**config.mk**
```make
export PLATFORM = sky130hd
export DESIGN_NAME = bsc_config_regs
export DESIGN_NICKNAME = d
export VERILOG_FILES = /design/src/bsc_pkg.sv /design/src/bsc_config_regs.sv /design/src/bsc_burst_seq.sv
export VERILOG_INCLUDE_DIRS = /design/src /design/src/src
export SDC_FILE = /design/constraint.sdc
export NUM_CORES = 1
export LEC_CHECK = 0
export BUFFER_PORTS_ARGS = -buffer_cell sky130_fd_sc_hd__buf_2
export CORE_MARGIN = 5
export CORE_UTILIZATION = 50
export CTS_CLUSTER_SIZE = 30
export DETAILED_ROUTE_END_ITERATION = 6
export MAX_ROUTING_LAYER = met4
export PLACE_DENSITY = 0.76
export SYNTH_ARGS = -nofsm -noshare
export SYNTH_HDL_FRONTEND = slang
export SYNTH_SLANG_ARGS = --single-unit
```
**constraint.sdc**
```tcl
create_clock -name aclk -period 3.01 [get_ports aclk]
set_clock_uncertainty 0.05 [all_clocks]
set_input_delay 0.4515 -clock aclk [delete_from_list [all_inputs] [get_ports aclk]]
set_output_delay 0.4515 -clock aclk [all_outputs]
set_load 0.005 [all_outputs]
```
**src/bsc_params.svh**
```systemverilog
// Offsets, field positions, reset values and limits of the burst config bank
`ifndef BSC_PARAMS_SVH
`define BSC_PARAMS_SVH

// ****************************************************************
// Register indices, byte address is four times the index
// ****************************************************************
`define BSC_IDX_SRC_CTRL     8'h70
`define BSC_IDX_BURST_CTRL1  8'h71
`define BSC_IDX_BURST_LEN    8'h73
`define BSC_IDX_SHAPER_CTRL  8'h78
`define BSC_IDX_STATUS       8'h7f

// ****************************************************************
// Reset values
// ****************************************************************
`define BSC_RST_SRC_CTRL     8'h20
`define BSC_RST_BURST_CTRL1  8'h00
`define BSC_RST_BURST_LEN    8'h0a
`define BSC_RST_SHAPER_CTRL  8'h00

// ****************************************************************
// Field positions
// ****************************************************************
`define BSC_SRC_SEL_BIT      0
`define BSC_SUBMODE_BIT      0
`define BSC_WIDTH_LSB        1
`define BSC_CTRL1_RSV_LSB    3
`define BSC_SHAPER_RSV_LSB   2

// ****************************************************************
// Field codes and limits
// ****************************************************************
`define BSC_WIDTH_14B_25PCT  2'h0
`define BSC_WIDTH_12B_50PCT  2'h1
`define BSC_COEF_RESERVED    2'h3
`define BSC_BITS_WIDE        5'h0e
`define BSC_BITS_NARROW      5'h0c
`define BSC_DUTY_QUARTER     7'h19
`define BSC_DUTY_HALF        7'h32
`define BSC_NLEN_MIN         8'h0a
`define BSC_NLEN_MAX         8'h19

// ****************************************************************
// Bus answers
// ****************************************************************
`define BSC_RESP_OKAY        2'h0
`define BSC_RESP_SLVERR      2'h2

`endif

```
**src/bsc_pkg.sv**
```systemverilog
// Types shared by the burst configuration bank and its phase sequencer
package bsc_pkg;

    typedef enum logic [1:0] {
        BSC_SEQ_IDLE  = 2'b00,
        BSC_SEQ_HIRES = 2'b01,
        BSC_SEQ_LORES = 2'b10
    } bsc_seq_state_t;

    typedef enum logic {
        BSC_SUB_STREAM  = 1'b0,
        BSC_SUB_TRIGGER = 1'b1
    } bsc_submode_t;

endpackage

```
**src/bsc_config_regs.sv**
```systemverilog
// Burst shaping configuration bank behind an AXI4-Lite slave
//
// Function
// [RULE1] Width code 00, the reset value, gives 14-bit high phase at 25% duty.
// [RULE2] Width code 01 gives 12-bit at 50% duty; codes 10, 11 reserved.
// [RULE3] Sub-mode bit 0 clear selects stream, set selects trigger sub-mode.
// [RULE4] High phase lasts two to the phase-length value samples, reset ten.
// [RULE5] Software writes phase length only from 10 through 25.
// [RULE6] Shaper codes 00/01/10 centre at 0.25/0.29/0.21 Fs; 11 reserved.
// [RULE7] Software writes reserved upper bits of these registers as zero.
// [RULE8] Burst settings act only when source select is 1; else shaped data.
`timescale 1ns/1ps
`include "bsc_params.svh"

module bsc_config_regs
    import bsc_pkg::*;
#(
    parameter int ADDR_W = 12,
    parameter int CNT_W  = 28
) (
    input  wire logic               aclk,
    input  wire logic               aresetn,
    input  wire logic [ADDR_W-1:0]  s_axi_awaddr,
    input  wire logic [2:0]         s_axi_awprot,
    input  wire logic               s_axi_awvalid,
    output logic                    s_axi_awready,
    input  wire logic [31:0]        s_axi_wdata,
    input  wire logic [3:0]         s_axi_wstrb,
    input  wire logic               s_axi_wvalid,
    output logic                    s_axi_wready,
    output logic [1:0]              s_axi_bresp,
    output logic                    s_axi_bvalid,
    input  wire logic               s_axi_bready,
    input  wire logic [ADDR_W-1:0]  s_axi_araddr,
    input  wire logic [2:0]         s_axi_arprot,
    input  wire logic               s_axi_arvalid,
    output logic                    s_axi_arready,
    output logic [31:0]             s_axi_rdata,
    output logic [1:0]              s_axi_rresp,
    output logic                    s_axi_rvalid,
    input  wire logic               s_axi_rready,
    input  wire logic               sample_valid,
    input  wire logic               burst_trigger,
    output logic                    output_source_select,
    output logic                    burst_submode_select,
    output logic [4:0]              hires_sample_bits,
    output logic [6:0]              hires_duty_pct,
    output logic [7:0]              phase_length_exp,
    output logic [1:0]              shaper_center_select,
    output logic                    shaper_active,
    output logic                    burst_hires_phase
);

    // ****************************************************************
    // Addresses
    // ****************************************************************
    // Byte address is four times the register index
    localparam int             PAD = ADDR_W - 10;
    localparam logic [ADDR_W-1:0] A_SRC =
        {{PAD{1'b0}}, `BSC_IDX_SRC_CTRL, 2'b00};
    localparam logic [ADDR_W-1:0] A_CTRL1 =
        {{PAD{1'b0}}, `BSC_IDX_BURST_CTRL1, 2'b00};
    localparam logic [ADDR_W-1:0] A_LEN =
        {{PAD{1'b0}}, `BSC_IDX_BURST_LEN, 2'b00};
    localparam logic [ADDR_W-1:0] A_SHAPER =
        {{PAD{1'b0}}, `BSC_IDX_SHAPER_CTRL, 2'b00};
    localparam logic [ADDR_W-1:0] A_STATUS =
        {{PAD{1'b0}}, `BSC_IDX_STATUS, 2'b00};

    // ****************************************************************
    // State
    // ****************************************************************
    logic [7:0]         src_ctrl_r,   src_ctrl_nxt;
    logic [7:0]         ctrl1_r,      ctrl1_nxt;
    logic [7:0]         len_r,        len_nxt;
    logic [7:0]         shaper_r,     shaper_nxt;
    logic               aw_have_r,    aw_have_nxt;
    logic [ADDR_W-1:0]  aw_addr_r,    aw_addr_nxt;
    logic               w_have_r,     w_have_nxt;
    logic [7:0]         w_byte_r,     w_byte_nxt;
    logic               w_lane_r,     w_lane_nxt;
    logic               bvalid_r,     bvalid_nxt;
    logic [1:0]         bresp_r,      bresp_nxt;
    logic               rvalid_r,     rvalid_nxt;
    logic [31:0]        rdata_r,      rdata_nxt;
    logic [1:0]         rresp_r,      rresp_nxt;
    logic [4:0]         bits_r,       bits_nxt;
    logic [6:0]         duty_r,       duty_nxt;
    logic [7:0]         status;
    logic               seq_hires;
    logic               seq_busy;
    logic               burst_en;
    logic               do_write;

    // Source select gates the phase sequencer; decoded burst settings stay live
    assign burst_en = src_ctrl_r[`BSC_SRC_SEL_BIT]; // [RULE8]

    // ****************************************************************
    // Phase sequencer
    // ****************************************************************
    bsc_burst_seq #(
        .CNT_W        (CNT_W)
    ) u_seq (
        .aclk         (aclk),
        .aresetn      (aresetn),
        .enable       (burst_en),
        .trigger_mode (ctrl1_r[`BSC_SUBMODE_BIT]),
        .trigger      (burst_trigger),
        .sample_valid (sample_valid),
        .n_length     (len_r),
        .half_duty    (ctrl1_r[`BSC_WIDTH_LSB+1 -: 2]
                       == `BSC_WIDTH_12B_50PCT),
        .hires_phase  (seq_hires),
        .busy         (seq_busy)
    );

    // ****************************************************************
    // Status: flags for illegal programming, seen but not refused, and sequencer state
    // ****************************************************************
    always_comb begin
        // Live decodes: a flag clears once the value is rewritten
        status    = 8'h00;
        status[0] = ctrl1_r[`BSC_WIDTH_LSB+1]; // [RULE2]
        status[1] = (len_r < `BSC_NLEN_MIN)
                    || (len_r > `BSC_NLEN_MAX); // [RULE5]
        status[2] = (shaper_r[1:0] == `BSC_COEF_RESERVED); // [RULE6]
        status[3] = (ctrl1_r[7:`BSC_CTRL1_RSV_LSB] != 5'h00)
                    || (shaper_r[7:`BSC_SHAPER_RSV_LSB] != 6'h00); // [RULE7]
        status[4] = seq_hires;
        status[5] = seq_busy;
    end

    // ****************************************************************
    // Write channel: address and data taken in either order
    // ****************************************************************
    // Both readies drop while a response waits: one write at a time
    assign s_axi_awready = !aw_have_r && !bvalid_r;
    assign s_axi_wready  = !w_have_r && !bvalid_r;
    assign do_write      = aw_have_r && w_have_r && !bvalid_r;

    always_comb begin
        aw_have_nxt  = aw_have_r;
        aw_addr_nxt  = aw_addr_r;
        w_have_nxt   = w_have_r;
        w_byte_nxt   = w_byte_r;
        w_lane_nxt   = w_lane_r;
        bvalid_nxt   = bvalid_r;
        bresp_nxt    = bresp_r;
        src_ctrl_nxt = src_ctrl_r;
        ctrl1_nxt    = ctrl1_r;
        len_nxt      = len_r;
        shaper_nxt   = shaper_r;
        if (s_axi_awvalid && s_axi_awready) begin
            aw_have_nxt = 1'b1;
            aw_addr_nxt = s_axi_awaddr;
        end
        if (s_axi_wvalid && s_axi_wready) begin
            w_have_nxt = 1'b1;
            w_byte_nxt = s_axi_wdata[7:0];
            w_lane_nxt = s_axi_wstrb[0];
        end
        if (do_write) begin
            aw_have_nxt = 1'b0;
            w_have_nxt  = 1'b0;
            bvalid_nxt  = 1'b1;
            bresp_nxt   = `BSC_RESP_OKAY;
            // Values stored as written; illegal codes only show in status
            unique case (aw_addr_r)
                A_SRC: begin
                    if (w_lane_r) src_ctrl_nxt = w_byte_r;
                end
                A_CTRL1: begin
                    if (w_lane_r) ctrl1_nxt = w_byte_r;
                end
                A_LEN: begin
                    if (w_lane_r) len_nxt = w_byte_r;
                end
                A_SHAPER: begin
                    if (w_lane_r) shaper_nxt = w_byte_r;
                end
                A_STATUS: begin
                    bresp_nxt = `BSC_RESP_OKAY;
                end
                default: begin
                    bresp_nxt = `BSC_RESP_SLVERR;
                end
            endcase
        end else if (bvalid_r && s_axi_bready) begin
            bvalid_nxt = 1'b0;
        end
    end

    // ****************************************************************
    // Read channel
    // ****************************************************************
    // No new address while read data stand unclaimed
    assign s_axi_arready = !rvalid_r;

    always_comb begin
        rvalid_nxt = rvalid_r;
        rdata_nxt  = rdata_r;
        rresp_nxt  = rresp_r;
        if (s_axi_arvalid && s_axi_arready) begin
            rvalid_nxt = 1'b1;
            rresp_nxt  = `BSC_RESP_OKAY;
            unique case (s_axi_araddr)
                A_SRC:    rdata_nxt = {24'h000000, src_ctrl_r};
                A_CTRL1:  rdata_nxt = {24'h000000, ctrl1_r};
                A_LEN:    rdata_nxt = {24'h000000, len_r};
                A_SHAPER: rdata_nxt = {24'h000000, shaper_r};
                A_STATUS: rdata_nxt = {24'h000000, status};
                default: begin
                    rdata_nxt = 32'h00000000;
                    rresp_nxt = `BSC_RESP_SLVERR;
                end
            endcase
        end else if (rvalid_r && s_axi_rready) begin
            rvalid_nxt = 1'b0;
        end
    end

    // ****************************************************************
    // Decoded burst settings
    // ****************************************************************
    always_comb begin
        // Registered, so these outputs trail the register by one clock
        unique case (ctrl1_r[`BSC_WIDTH_LSB+1 -: 2])
            `BSC_WIDTH_14B_25PCT: begin
                bits_nxt = `BSC_BITS_WIDE; // [RULE1]
                duty_nxt = `BSC_DUTY_QUARTER; // [RULE1]
            end
            `BSC_WIDTH_12B_50PCT: begin
                bits_nxt = `BSC_BITS_NARROW; // [RULE2]
                duty_nxt = `BSC_DUTY_HALF; // [RULE2]
            end
            default: begin
                // Reserved codes fall back to the reset behaviour
                bits_nxt = `BSC_BITS_WIDE;
                duty_nxt = `BSC_DUTY_QUARTER;
            end
        endcase
    end

    // ****************************************************************
    // Registers
    // ****************************************************************
    // Synchronous reset: bus and sample strobes share this clock
    always_ff @(posedge aclk) begin
        if (!aresetn) begin
            src_ctrl_r <= `BSC_RST_SRC_CTRL;
            ctrl1_r    <= `BSC_RST_BURST_CTRL1;
            len_r      <= `BSC_RST_BURST_LEN; // [RULE4]
            shaper_r   <= `BSC_RST_SHAPER_CTRL;
            aw_have_r  <= 1'b0;
            aw_addr_r  <= '0;
            w_have_r   <= 1'b0;
            w_byte_r   <= 8'h00;
            w_lane_r   <= 1'b0;
            bvalid_r   <= 1'b0;
            bresp_r    <= 2'h0;
            rvalid_r   <= 1'b0;
            rdata_r    <= 32'h00000000;
            rresp_r    <= 2'h0;
            bits_r     <= `BSC_BITS_WIDE;
            duty_r     <= `BSC_DUTY_QUARTER;
        end else begin
            src_ctrl_r <= src_ctrl_nxt;
            ctrl1_r    <= ctrl1_nxt;
            len_r      <= len_nxt;
            shaper_r   <= shaper_nxt;
            aw_have_r  <= aw_have_nxt;
            aw_addr_r  <= aw_addr_nxt;
            w_have_r   <= w_have_nxt;
            w_byte_r   <= w_byte_nxt;
            w_lane_r   <= w_lane_nxt;
            bvalid_r   <= bvalid_nxt;
            bresp_r    <= bresp_nxt;
            rvalid_r   <= rvalid_nxt;
            rdata_r    <= rdata_nxt;
            rresp_r    <= rresp_nxt;
            bits_r     <= bits_nxt;
            duty_r     <= duty_nxt;
        end
    end

    // ****************************************************************
    // Outputs
    // ****************************************************************
    assign s_axi_bvalid         = bvalid_r;
    assign s_axi_bresp          = bresp_r;
    assign s_axi_rvalid         = rvalid_r;
    assign s_axi_rdata          = rdata_r;
    assign s_axi_rresp          = rresp_r;
    assign output_source_select = burst_en; // [RULE8]
    assign burst_submode_select = ctrl1_r[`BSC_SUBMODE_BIT]; // [RULE3]
    assign hires_sample_bits    = bits_r;
    assign hires_duty_pct       = duty_r;
    assign phase_length_exp     = len_r; // [RULE4]
    assign shaper_center_select = shaper_r[1:0]; // [RULE6]
    assign shaper_active        = !burst_en; // [RULE8]
    assign burst_hires_phase    = seq_hires;

endmodule

```
**src/bsc_burst_seq.sv**
```systemverilog
// Burst phase sequencer: times high and low resolution phases in samples
`timescale 1ns/1ps
`include "bsc_params.svh"

module bsc_burst_seq
    import bsc_pkg::*;
#(
    parameter int CNT_W = 28
) (
    input  wire logic         aclk,
    input  wire logic         aresetn,
    input  wire logic         enable,
    input  wire logic         trigger_mode,
    input  wire logic         trigger,
    input  wire logic         sample_valid,
    input  wire logic [7:0]   n_length,
    input  wire logic         half_duty,
    output logic              hires_phase,
    output logic              busy
);

    bsc_seq_state_t     state_r;
    bsc_seq_state_t     state_nxt;
    logic [CNT_W-1:0]   cnt_r;
    logic [CNT_W-1:0]   cnt_nxt;
    logic [7:0]         n_eff;
    logic [CNT_W-1:0]   hi_len;
    logic [CNT_W-1:0]   cyc_len;

    // ****************************************************************
    // Phase lengths
    // ****************************************************************
    always_comb begin
        // Clamp keeps illegal settings from running past the counter
        if (n_length < `BSC_NLEN_MIN) begin
            n_eff = `BSC_NLEN_MIN;
        end else if (n_length > `BSC_NLEN_MAX) begin
            n_eff = `BSC_NLEN_MAX;
        end else begin
            n_eff = n_length;
        end
        hi_len  = CNT_W'(1) << n_eff; // [RULE4]
        // 25% or 50% of the cycle is the high resolution phase
        cyc_len = half_duty ? (hi_len << 1) : (hi_len << 2); // [RULE1] [RULE2]
    end

    // ****************************************************************
    // Sequencer
    // ****************************************************************
    always_comb begin
        state_nxt = state_r;
        cnt_nxt   = cnt_r;
        if (!enable) begin
            state_nxt = BSC_SEQ_IDLE; // [RULE8]
            cnt_nxt   = '0;
        end else begin
            unique case (state_r)
                BSC_SEQ_IDLE: begin
                    cnt_nxt = '0;
                    if (!trigger_mode || trigger) begin // [RULE3]
                        state_nxt = BSC_SEQ_HIRES;
                    end
                end
                BSC_SEQ_HIRES: begin
                    if (sample_valid) begin
                        cnt_nxt = cnt_r + CNT_W'(1);
                        if (cnt_nxt >= hi_len) begin
                            state_nxt = BSC_SEQ_LORES;
                        end
                    end
                end
                BSC_SEQ_LORES: begin
                    if (sample_valid) begin
                        cnt_nxt = cnt_r + CNT_W'(1);
                        if (cnt_nxt >= cyc_len) begin
                            cnt_nxt   = '0;
                            // Trigger mode runs one cycle per trigger
                            state_nxt = trigger_mode ? BSC_SEQ_IDLE
                                                     : BSC_SEQ_HIRES; // [RULE3]
                        end
                    end
                end
                default: begin
                    state_nxt = BSC_SEQ_IDLE;
                    cnt_nxt   = '0;
                end
            endcase
        end
    end

    always_ff @(posedge aclk) begin
        if (!aresetn) begin
            state_r <= BSC_SEQ_IDLE;
            cnt_r   <= '0;
        end else begin
            state_r <= state_nxt;
            cnt_r   <= cnt_nxt;
        end
    end

    assign hires_phase = (state_r == BSC_SEQ_HIRES);
    assign busy        = (state_r != BSC_SEQ_IDLE);

endmodule

```
After elaboration in Yosys (flattened, before gate mapping)

Cells that the tools add are included.

Multiplexer cells: 23
Shifts and indexed selects: 1
Reduce and logical (&&, ||, !) cells: 34
$add $sub $neg: 1
Equality and inequality tests: 19
Bitwise gates (word level): 1
$lt $le $gt $ge: 4

Operator list:

| kind                                                          | count |
|---|---|
| == test 12 x 9 -> 1 bit, second input constant                | 10 |
| 2-to-1 mux 28 bit                                             | 4 |
| >= comparator 28 bit                                          | 2 |
| one-hot mux 28 bit (2 select lines)                           | 1 |
| one-hot mux 8 bit (5 select lines)                            | 1 |
| adder 28 x 1 -> 28 bit, second input constant                 | 1 |
| left shift 1 x 8 -> 28 bit, first input constant              | 1 |
| 2-to-1 mux 2 bit                                              | 8 |
| 2-to-1 mux 8 bit                                              | 2 |
| AND reduction 3 bit                                           | 4 |
| OR reduction 5 bit                                            | 2 |
| logical AND 1 bit                                             | 9 |
| greater-than comparator 8 x 5 -> 1 bit, second input constant | 1 |
| less-than comparator 8 x 4 -> 1 bit, second input constant    | 1 |
| logical NOT 1 bit                                             | 6 |
| 2-to-1 mux 6 bit                                              | 1 |
| inequality test 2 x 1 -> 1 bit, second input constant         | 3 |
| one-hot mux 2 bit (3 select lines)                            | 1 |
| nonzero test 2 bit                                            | 3 |
| nonzero test 6 bit                                            | 1 |
| 2-to-1 mux 1 bit                                              | 5 |
| AND reduction 5 bit                                           | 1 |
| nonzero test 5 bit                                            | 1 |
| == test 2 x 1 -> 1 bit, second input constant                 | 2 |
| 7 further kinds                                               | 12 |

Logic and storage cells: 101
Register bits after elaboration: 135
Input bits: 75
Output and inout bits: 67

Logic depth before layout (Yosys ltp)

Gate-level depths: netlist of run 1.

Depth in word-level cells: 9
Mapped depth: 16
Mapped depth without buffers: 14

Cells and area by module

From an unflattened synthesis of run 1, not the netlist that was laid out.

Cells, all modules: 781
Area, all modules: 6576.3 sq um

Modules (own cells, without submodules):

| module          | area an instance (sq um) | seq. area each (sq um) | instances | cells an instance |
|---|---|---|---|---|
| bsc_config_regs | 3369.5                   | 1381.3                 | 1         | 394 |
| bsc_burst_seq   | 3206.8                   | 600.6                  | 1         | 387 |

Least setup slack after synthesis of run 1

OpenSTA, ideal clock, no wires.

Path kind: reg-to-reg
Start point: reg len_r[5] (netlist: phase_length_exp[5])
End point: reg u_seq.cnt_r[17]
Clock period less this slack: 3.340 ns
Cell stages (with the launch flop): 15
Setup time: 0.117 ns
Required time: 2.843 ns
Path buffers: 2
Data arrival time: 3.173 ns
Setup slack: -0.330 ns
Cells stage by stage: dfxtp_1 > nor3_1 > nand2_1 > nor2_1 > and2_1 > clkbuf_1 > nand2_1 > mux2_2 > ha_1 > nand4_1 > or4_1 > a21oi_1 > o21bai_2 > buf_6 > a32o_1

Word-level cells in the longest chain between the ends: 9
Elaborated cells between the ends (all ways): 10
Those cells by class: order compare (3); shift (1); mux (6)

RTL lines:

| what                                                    | line                   | text |
|---|---|---|
| start: declaration                                      | bsc_config_regs.sv:75  | `logic [7:0] len_r, len_nxt;` |
| start signal: assignment                                | bsc_config_regs.sv:252 | `` len_r <= `BSC_RST_BURST_LEN; `` |
| start signal: assignment                                | bsc_config_regs.sv:269 | `len_r <= len_nxt;` |
| greater-than comparator 8 x 5 -> 1 bit (no source line) | --                     |  |
| 2-to-1 mux 8 bit                                        | bsc_burst_seq.sv:37    | `` end else if (n_length > `BSC_NLEN_MAX) begin `` |
| 2-to-1 mux 8 bit *                                      | bsc_burst_seq.sv:35    | `` if (n_length < `BSC_NLEN_MIN) begin `` |
| left shift 1 x 8 -> 28 bit *                            | bsc_burst_seq.sv:42    | `hi_len = CNT_W'(1) << n_eff;` |
| 2-to-1 mux 28 bit *                                     | bsc_burst_seq.sv:44    | `cyc_len = half_duty ? (hi_len << 1) : (hi_len << 2);` |
| >= comparator 28 bit *                                  | bsc_burst_seq.sv:75    | `if (cnt_nxt >= cyc_len) begin` |
| 2-to-1 mux 28 bit *                                     | bsc_burst_seq.sv:75    |  |
| 2-to-1 mux 28 bit *                                     | bsc_burst_seq.sv:73    | `if (sample_valid) begin` |
| one-hot mux 28 bit (2 select lines) *                   | bsc_burst_seq.sv:57    | `unique case (state_r)` |
| end signal: assignment                                  | bsc_burst_seq.sv:97    | `cnt_r <= cnt_nxt;` |
| end: declaration                                        | bsc_burst_seq.sv:24    | `logic [CNT_W-1:0] cnt_r;` |

Every way passes the cells marked *; elsewhere a longest branch is shown, timed or not. The select of a mux whose other input is x is not followed.
A chain may end at the register's enable or synchronous reset.

Worst setup path in the final report of run 1

Start point: reg u_seq.cnt_r[8]
End point: reg u_seq.cnt_r[16]

Word-level cells in the longest chain between the ends: 5
Elaborated cells between the ends (all ways): 6
Those cells by class: add/sub (1); order compare (1); mux (4)

RTL lines:

| what                                  | line |
|---|---|
| adder 28 x 1 -> 28 bit *              | bsc_burst_seq.sv:66, bsc_burst_seq.sv:74 |
| >= comparator 28 bit                  | bsc_burst_seq.sv:75 |
| 2-to-1 mux 28 bit                     | bsc_burst_seq.sv:75 |
| 2-to-1 mux 28 bit                     | bsc_burst_seq.sv:73 |
| one-hot mux 28 bit (2 select lines) * | bsc_burst_seq.sv:57 |

Marked as above.

==> results of run 1 <==
==> final timing paths <==
check	start	end	cells past startpoint
min	s_axi_wdata[5]	w_byte_r[5]	3
max reg2reg	u_seq.cnt_r[8]	u_seq.cnt_r[16]	13
min reg2reg	aw_addr_r[10]	aw_addr_r[10]	2
max	u_seq.cnt_r[8]	u_seq.cnt_r[16]	13
==> worst max-delay path, stage by stage (launching register included) <==
cell and delay, ns:
dfxtp_2 0.34, and4_4 0.25, nand2_4 0.06, nor4_4 0.26
buf_4 0.18, nand4_1 0.15, xnor2_2 0.20, ha_1 0.30
nand4_1 0.15, or4_4 0.54, a21oi_4 0.17, o21bai_4 0.10
buf_12 0.16, a32o_1 0.25
==> metal layers <==
metal  vias to the layer above  GRT usage  share of wire
met5                         -          -              0
met4                         0    0.05038          0.012
met1                      2665     0.2933           0.47
met3                        15    0.05115          0.069
met2                       156     0.3287           0.45
li1                       2910          -              -
==> cells in the mapped netlist (5+ instances only) <==
library cell	n	area, um^2
a21boi_0	26	195.2
a21o_1	6	45.04
a21oi_1	30	150.1
a22oi_1	5	37.54
a31oi_1	8	50.05
a32o_1	26	260.3
and2_1	8	50.05
buf_2	5	25.02
buf_4	39	292.8
clkbuf_1	21	78.83
dfxtp_1	99	1982
ha_1	60	750.7
inv_1	20	75.07
mux2i_1	40	400.4
nand2_1	109	409.1
nand3_1	21	105.1
nand4_1	17	106.4
nor2_1	36	135.1
nor2b_1	35	219.0
nor3_1	7	35.03
nor4_1	6	37.54
o21ai_0	25	125.1
xnor2_1	17	148.9
xor2_1	11	96.34
==> cells by family (layout without fill, tap and decap cells) <==
family | Yosys count | count (layout)
and+or+nand+nor | 269 | 269
AOI/OAI and AO/OA | 152 | 152
DFF | 99 | 99
buffers and inverters | 91 | 212
adders and majority gates | 60 | 60
muxes | 43 | 43
xor gates and xnor gates | 28 | 28
other | 2 | 55
==> power by group through the flow <==
stage                     Combinational [W]  Sequential [W]  Clock, W
final                              0.000175         0.00137   0.00122
after CTS                          0.000174         0.00137   0.00124
after floorplan                    0.000142         0.00139         0
after detailed placement           0.000173         0.00140         0
after global routing               0.000201         0.00137   0.00130
after global placement             0.000169         0.00140         0
==> sequential cells by signal, indices dropped and copies added (netlist names), 2 cells and up <==
signal and count:
u_seq.cnt_r 28, aw_addr_r 12, ctrl1_r 8, phase_length_exp 8
s_axi_rdata 8, shaper_r 8, src_ctrl_r 8, w_byte_r 8
hires_duty_pct 2, u_seq.state_r 2
==> per-stage QoR <==
stage | worst slack [ns] | cells | power (W)
2_1_floorplan | -0.1158 | 797 | 0.001532
3_5_place_dp | -0.3867 | 1070 | 0.001570
5_1_grt | -0.4164 | 1090 | 0.002875
6_report | -0.2769 | 1090 | 0.002762
4_1_cts | -0.3309 | 1086 | 0.002785
3_3_place_gp | -0.3175 | 1070 | 0.001565
==> final cells by class <==
| type | instances | area (um^2) | share of cell area |
|---|---|---|---|
| clock buffers | 9 | 225.2 | 0.02821 |
| clock inverters | 7 | 92.59 | 0.01160 |
| inverters | 20 | 75.07 | 0.009404 |
| multi-input cells | 607 | 4232 | 0.5301 |
| flip-flops and latches | 99 | 1993 | 0.2497 |
| well taps | 172 | 215.2 | 0.02696 |
| repair buffers | 176 | 1150 | 0.1440 |
==> what timing repair did <==
item	in CTS	in global routing
pin swaps	12	10
setup buffers	0	4
gates resized for setup	14	18
endpoints found under the setup margin	30	30
==> impl_metrics.tcl, run 1 <==
set metrics [dict create \
    outcome "finished with violations" \
    violations "negative setup slack" \
    tns_ns -7.055 \
    fin_ws_ns -0.2769 \
    worst-r2r-setup-slack_ns -0.28 \
    io_buffers 75 \
    cts_sinks 99 \
    grt_max_degree 69 \
    yosys_register_bits 99 \
    place_area_um2 7517 \
    required_ns 3.21 \
    synth-simple-area-share 0.2107 \
    h-tree-depth 3 \
    synth_xor_area_frac 0.03851 \
    drt_first_pass_iters 4 \
    drt_iter0_markers 361 \
    fin_hold_ws_ns 0.2807 \
    yosys_warnings 0 \
    synth_compound_area_frac 0.1700 \
    finalMaxSlewViolations 0 \
    die_area_um2 15090 \
    gp_congestion 0.9452 \
    final_area_um2 7983 \
    drc 0 \
    yosys_most_used_dff "dfxtp_1" \
    cts_tree "yes" \
    max_freq_mhz 304.2 \
    fillCellCount 1078 \
    grt_use_total 0.2166 \
    grt_pass1_wl_um 25470 \
    die_h_um 122.9 \
    ant_nets 0 \
    netSwitchingFraction 0.2464 \
    critPathCaptureType "flip-flop" \
    postSynthAreaPerCell_um2 8.558 \
    layout_commonest_cell "nand2_1" \
    routed-via-count 5746 \
    nets 1048 \
    p_switching_w 0.0006806 \
    vias_per_cell 5.272 \
    power_frac_clock 0.442 \
    cts_buffers 9 \
    clkLatencyLatePin_ns 0.36 \
    intPower_w 0.002082 \
    path_clk_slew_ns 0.07 \
    setup_viol 30 \
    combPwrFrac 0.063 \
    diodes 0 \
    fin_crit_ns 3.287 \
    worst_setup_path_start_kind "flip-flop" \
    area_growth_pct 25.37 \
    root_buffer "clkbuf_16" \
    wl_um 15450 \
    gr-total-overflow 0 \
    layout_common_cells "nand2_1 (105), buf_4 (99), dfxtp_1 (90)" \
    path_max_fanout 18 \
    cp.arrival_ns 3.48 \
    cts_hold_buf 0 \
    maxCapViolCount 0 \
    synthMuxAreaShare 0.06819 \
    routedWlPerCell_um 14.17 \
    rsz0062_at_grt "true" \
    hpwlAfterDp_um 11660 \
    synthAdderAreaFrac 0.1179 \
    synth_top_family_by_area "simple AND/OR/NAND/NOR gates" \
    grt_pass1_vias 5344 \
    cts.path.max_buffers 2 \
    peakVddDrop_mv 0.3402 \
    synth_cell_types 58 \
    hold_path.class "input port to flip-flop" \
    fin_crit_sh 1.092 \
    synth_edf_count 0 \
    coreArea_um2 12570 \
    crit_type "flip-flop to flip-flop" \
    hold_viol 0 \
    synthArstFlopShare 0 \
    syn_area_um2 6367 \
    worstMarginPinSlew_ns 0.6855 \
    slew_headroom 0.5421 \
    p_leak_nw 3.714 \
    ios 142 \
    cellPowerDensity_nw_per_um2 346.0 \
    drive_above_1_share 0.2625 \
    fp-row-count 41 \
    ys_seq_area_frac 0.3113 \
    synthCells 744 \
    fin_util 0.6351 \
    die-width_um 122.9 \
    pwr-share-seq 0.495 \
    antenna_found_initial 0 \
    initial_core_util 0.5066 \
]
Power figures use the tool's default switching activity.
==> inputs of run 2 (changes only) <==
Settings changed: CORE_UTILIZATION 50 to 55, PLACE_DENSITY 0.76 to 0.86.
Clock period 3.01 ns to 3.59 ns, I/O delays scaled along.
==> impl_metrics.tcl, run 2 (same netlist as run 1, synthesis figures left out) <==
set metrics [dict create \
    area_growth_pct 15.78 \
    dpl.cell_count 974 \
    root_buffer "clkbuf_16" \
    cts_buffers 9 \
    worst_setup_path_start_kind "flip-flop" \
    layout_common_cells "nand2_1 (108), dfxtp_1 (92), buf_2 (75)" \
    initial_core_util 0.5600 \
    die_area_um2 13830 \
    finalMaxSlewViolations 0 \
    worstMarginPinSlew_ns 0.9082 \
    diodes 0 \
    cts_sinks 99 \
    hold_path.class "input port to flip-flop" \
    worst_path_most_repeated_cell "nand4_1" \
    ant_nets 0 \
    hpwlAfterDp_um 11590 \
    die-width_um 117.6 \
    multi_input_comb_area_um2 4156 \
    gr-total-overflow 0 \
    fp-row-count 39 \
    clkLatencyLatePin_ns 0.36 \
    grt_pass1_wl_um 25520 \
    routedWlPerCell_um 16.06 \
    grtUsageMet3 0.04950 \
    slowest_stage "or4_1" \
    io_buffers 75 \
    critPathCaptureType "flip-flop" \
    coreArea_um2 11370 \
    r2r_start "u_seq.cnt_r[1]" \
    grt_pass1_vias 5275 \
    min_from "s_axi_wdata[3]" \
    setup_viol 0 \
    h-tree-depth 3 \
    max_flop_register "u_seq.cnt_r" \
    ios 142 \
    met1_usage 0.2703 \
    path_cells "ha_2, nand4_1, nor4_2, buf_4, nand4_1, xnor2_1, ha_1, nand4_1, or4_1, a21oi_2, o21bai_4, clkbuf_16, a32o_1" \
    vias_per_cell 5.714 \
    cellPowerDensity_nw_per_um2 309.6 \
    hold_viol 0 \
    grt_use_total 0.2261 \
    path_clk_slew_ns 0.07 \
    slew_headroom 0.3933 \
    max_freq_mhz 288.1 \
    wl_um 15980 \
    die_h_um 117.6 \
    fin_crit_sh 0.9668 \
    cts.path.max_buffers 2 \
    grt_busiest_layer "met2" \
    fin_crit_ns 3.471 \
    layout_commonest_cell "nand2_1" \
    largest_reg_flops 28 \
    grt_max_degree 68 \
    path_max_fanout 11 \
    cts_hold_buf 0 \
    p_leak_nw 3.320 \
    maxCapViolCount 0 \
    biggestRegsByFlops "u_seq.cnt_r (28), aw_addr_r (12)" \
    cp.arrival_ns 3.67 \
    drc 0 \
    fillCellCount 932 \
    crit_buf_inv 2 \
    crit_type "flip-flop to flip-flop" \
    drt_first_pass_iters 5 \
    tns_ns 0 \
    critPathMaxStageDelay_ns 0.58 \
    grtUsageMet2 0.3663 \
    peakVddDrop_mv 0.3518 \
    routed-via-count 5685 \
    nets 982 \
    drt_iter0_markers 372 \
    required_ns 3.79 \
    final_cells 995 \
    outcome "finished, final reports clean" \
    antenna_found_initial 0 \
    worst_path_dominant_cell_family "simple AND/OR/NAND/NOR gates" \
    cts_tree "yes" \
    gp_congestion 0.9495 \
    drive_above_1_share 0.1890 \
    seq_area_um2 1993 \
    crit_start "u_seq.cnt_r[1]" \
]
## run 2: path summary, 6_finish.rpt
kind	to	slack, ns	cells past startpoint
max	u_seq.cnt_r[16]	0.12	13
min	w_byte_r[3]	0.37	3
max reg2reg	u_seq.cnt_r[16]	0.12	13
min reg2reg	aw_addr_r[9]	0.42	2
## run 2: report_power, final
part	leakage [nW]	internal [W]	switching [W]
Sequential	0.807	0.00112	0.0000242
Combinational	2.37	0.0000626	0.0000845
Clock	0.147	0.000512	0.000478
Total	3.32	0.00170	0.000587
## run 2: final cells by class
cell class	count	area share
multi-input cells	607	0.5638
flip-flops and latches	99	0.2704
repair buffers	110	0.09063
clock buffers	10	0.03242
well taps	143	0.02427
inverters	20	0.01018
clock inverters	6	0.008316
## run 2: layer usage
| metal | up-vias | share of wire |
|---|---|---|
| met3 | 43 | 0.065 |
| met4 | 0 | 0.033 |
| met2 | 215 | 0.49 |
| li1 | 2776 | - |
| met5 | - | 0 |
| met1 | 2651 | 0.41 |
## run 2: metrics by stage
step           hold WS (ns)    util  total power [W]  area [um^2]  worst slack (ns)
2_1_floorplan        0.3883       -         0.001284         6566            0.2501
3_3_place_gp         0.3989  0.6077         0.001311         6909            0.1767
3_5_place_dp         0.4042  0.6077         0.001316         6909           0.04516
4_1_cts              0.3676  0.6341         0.002287         7209          0.008590
5_1_grt              0.3822  0.6484         0.002358         7372          -0.02549
6_report             0.3709  0.6484         0.002283         7372            0.1193
## run 2: repair_timing
action                                 4_1_cts  5_1_grt
endpoints found under the hold margin        0        0
setup endpoints to repair                    0       30
setup buffers                                0        4
resized for setup                            0       29
## run 2: worst register-to-register path, stage by stage, from the launching register on
cell	delay, ns
dfxtp_2	0.36
ha_2	0.19
nand4_1	0.16
nor4_2	0.30
buf_4	0.18
nand4_1	0.13
xnor2_1	0.19
ha_1	0.32
nand4_1	0.14
or4_1	0.58
a21oi_2	0.20
o21bai_4	0.13
clkbuf_16	0.19
a32o_1	0.25
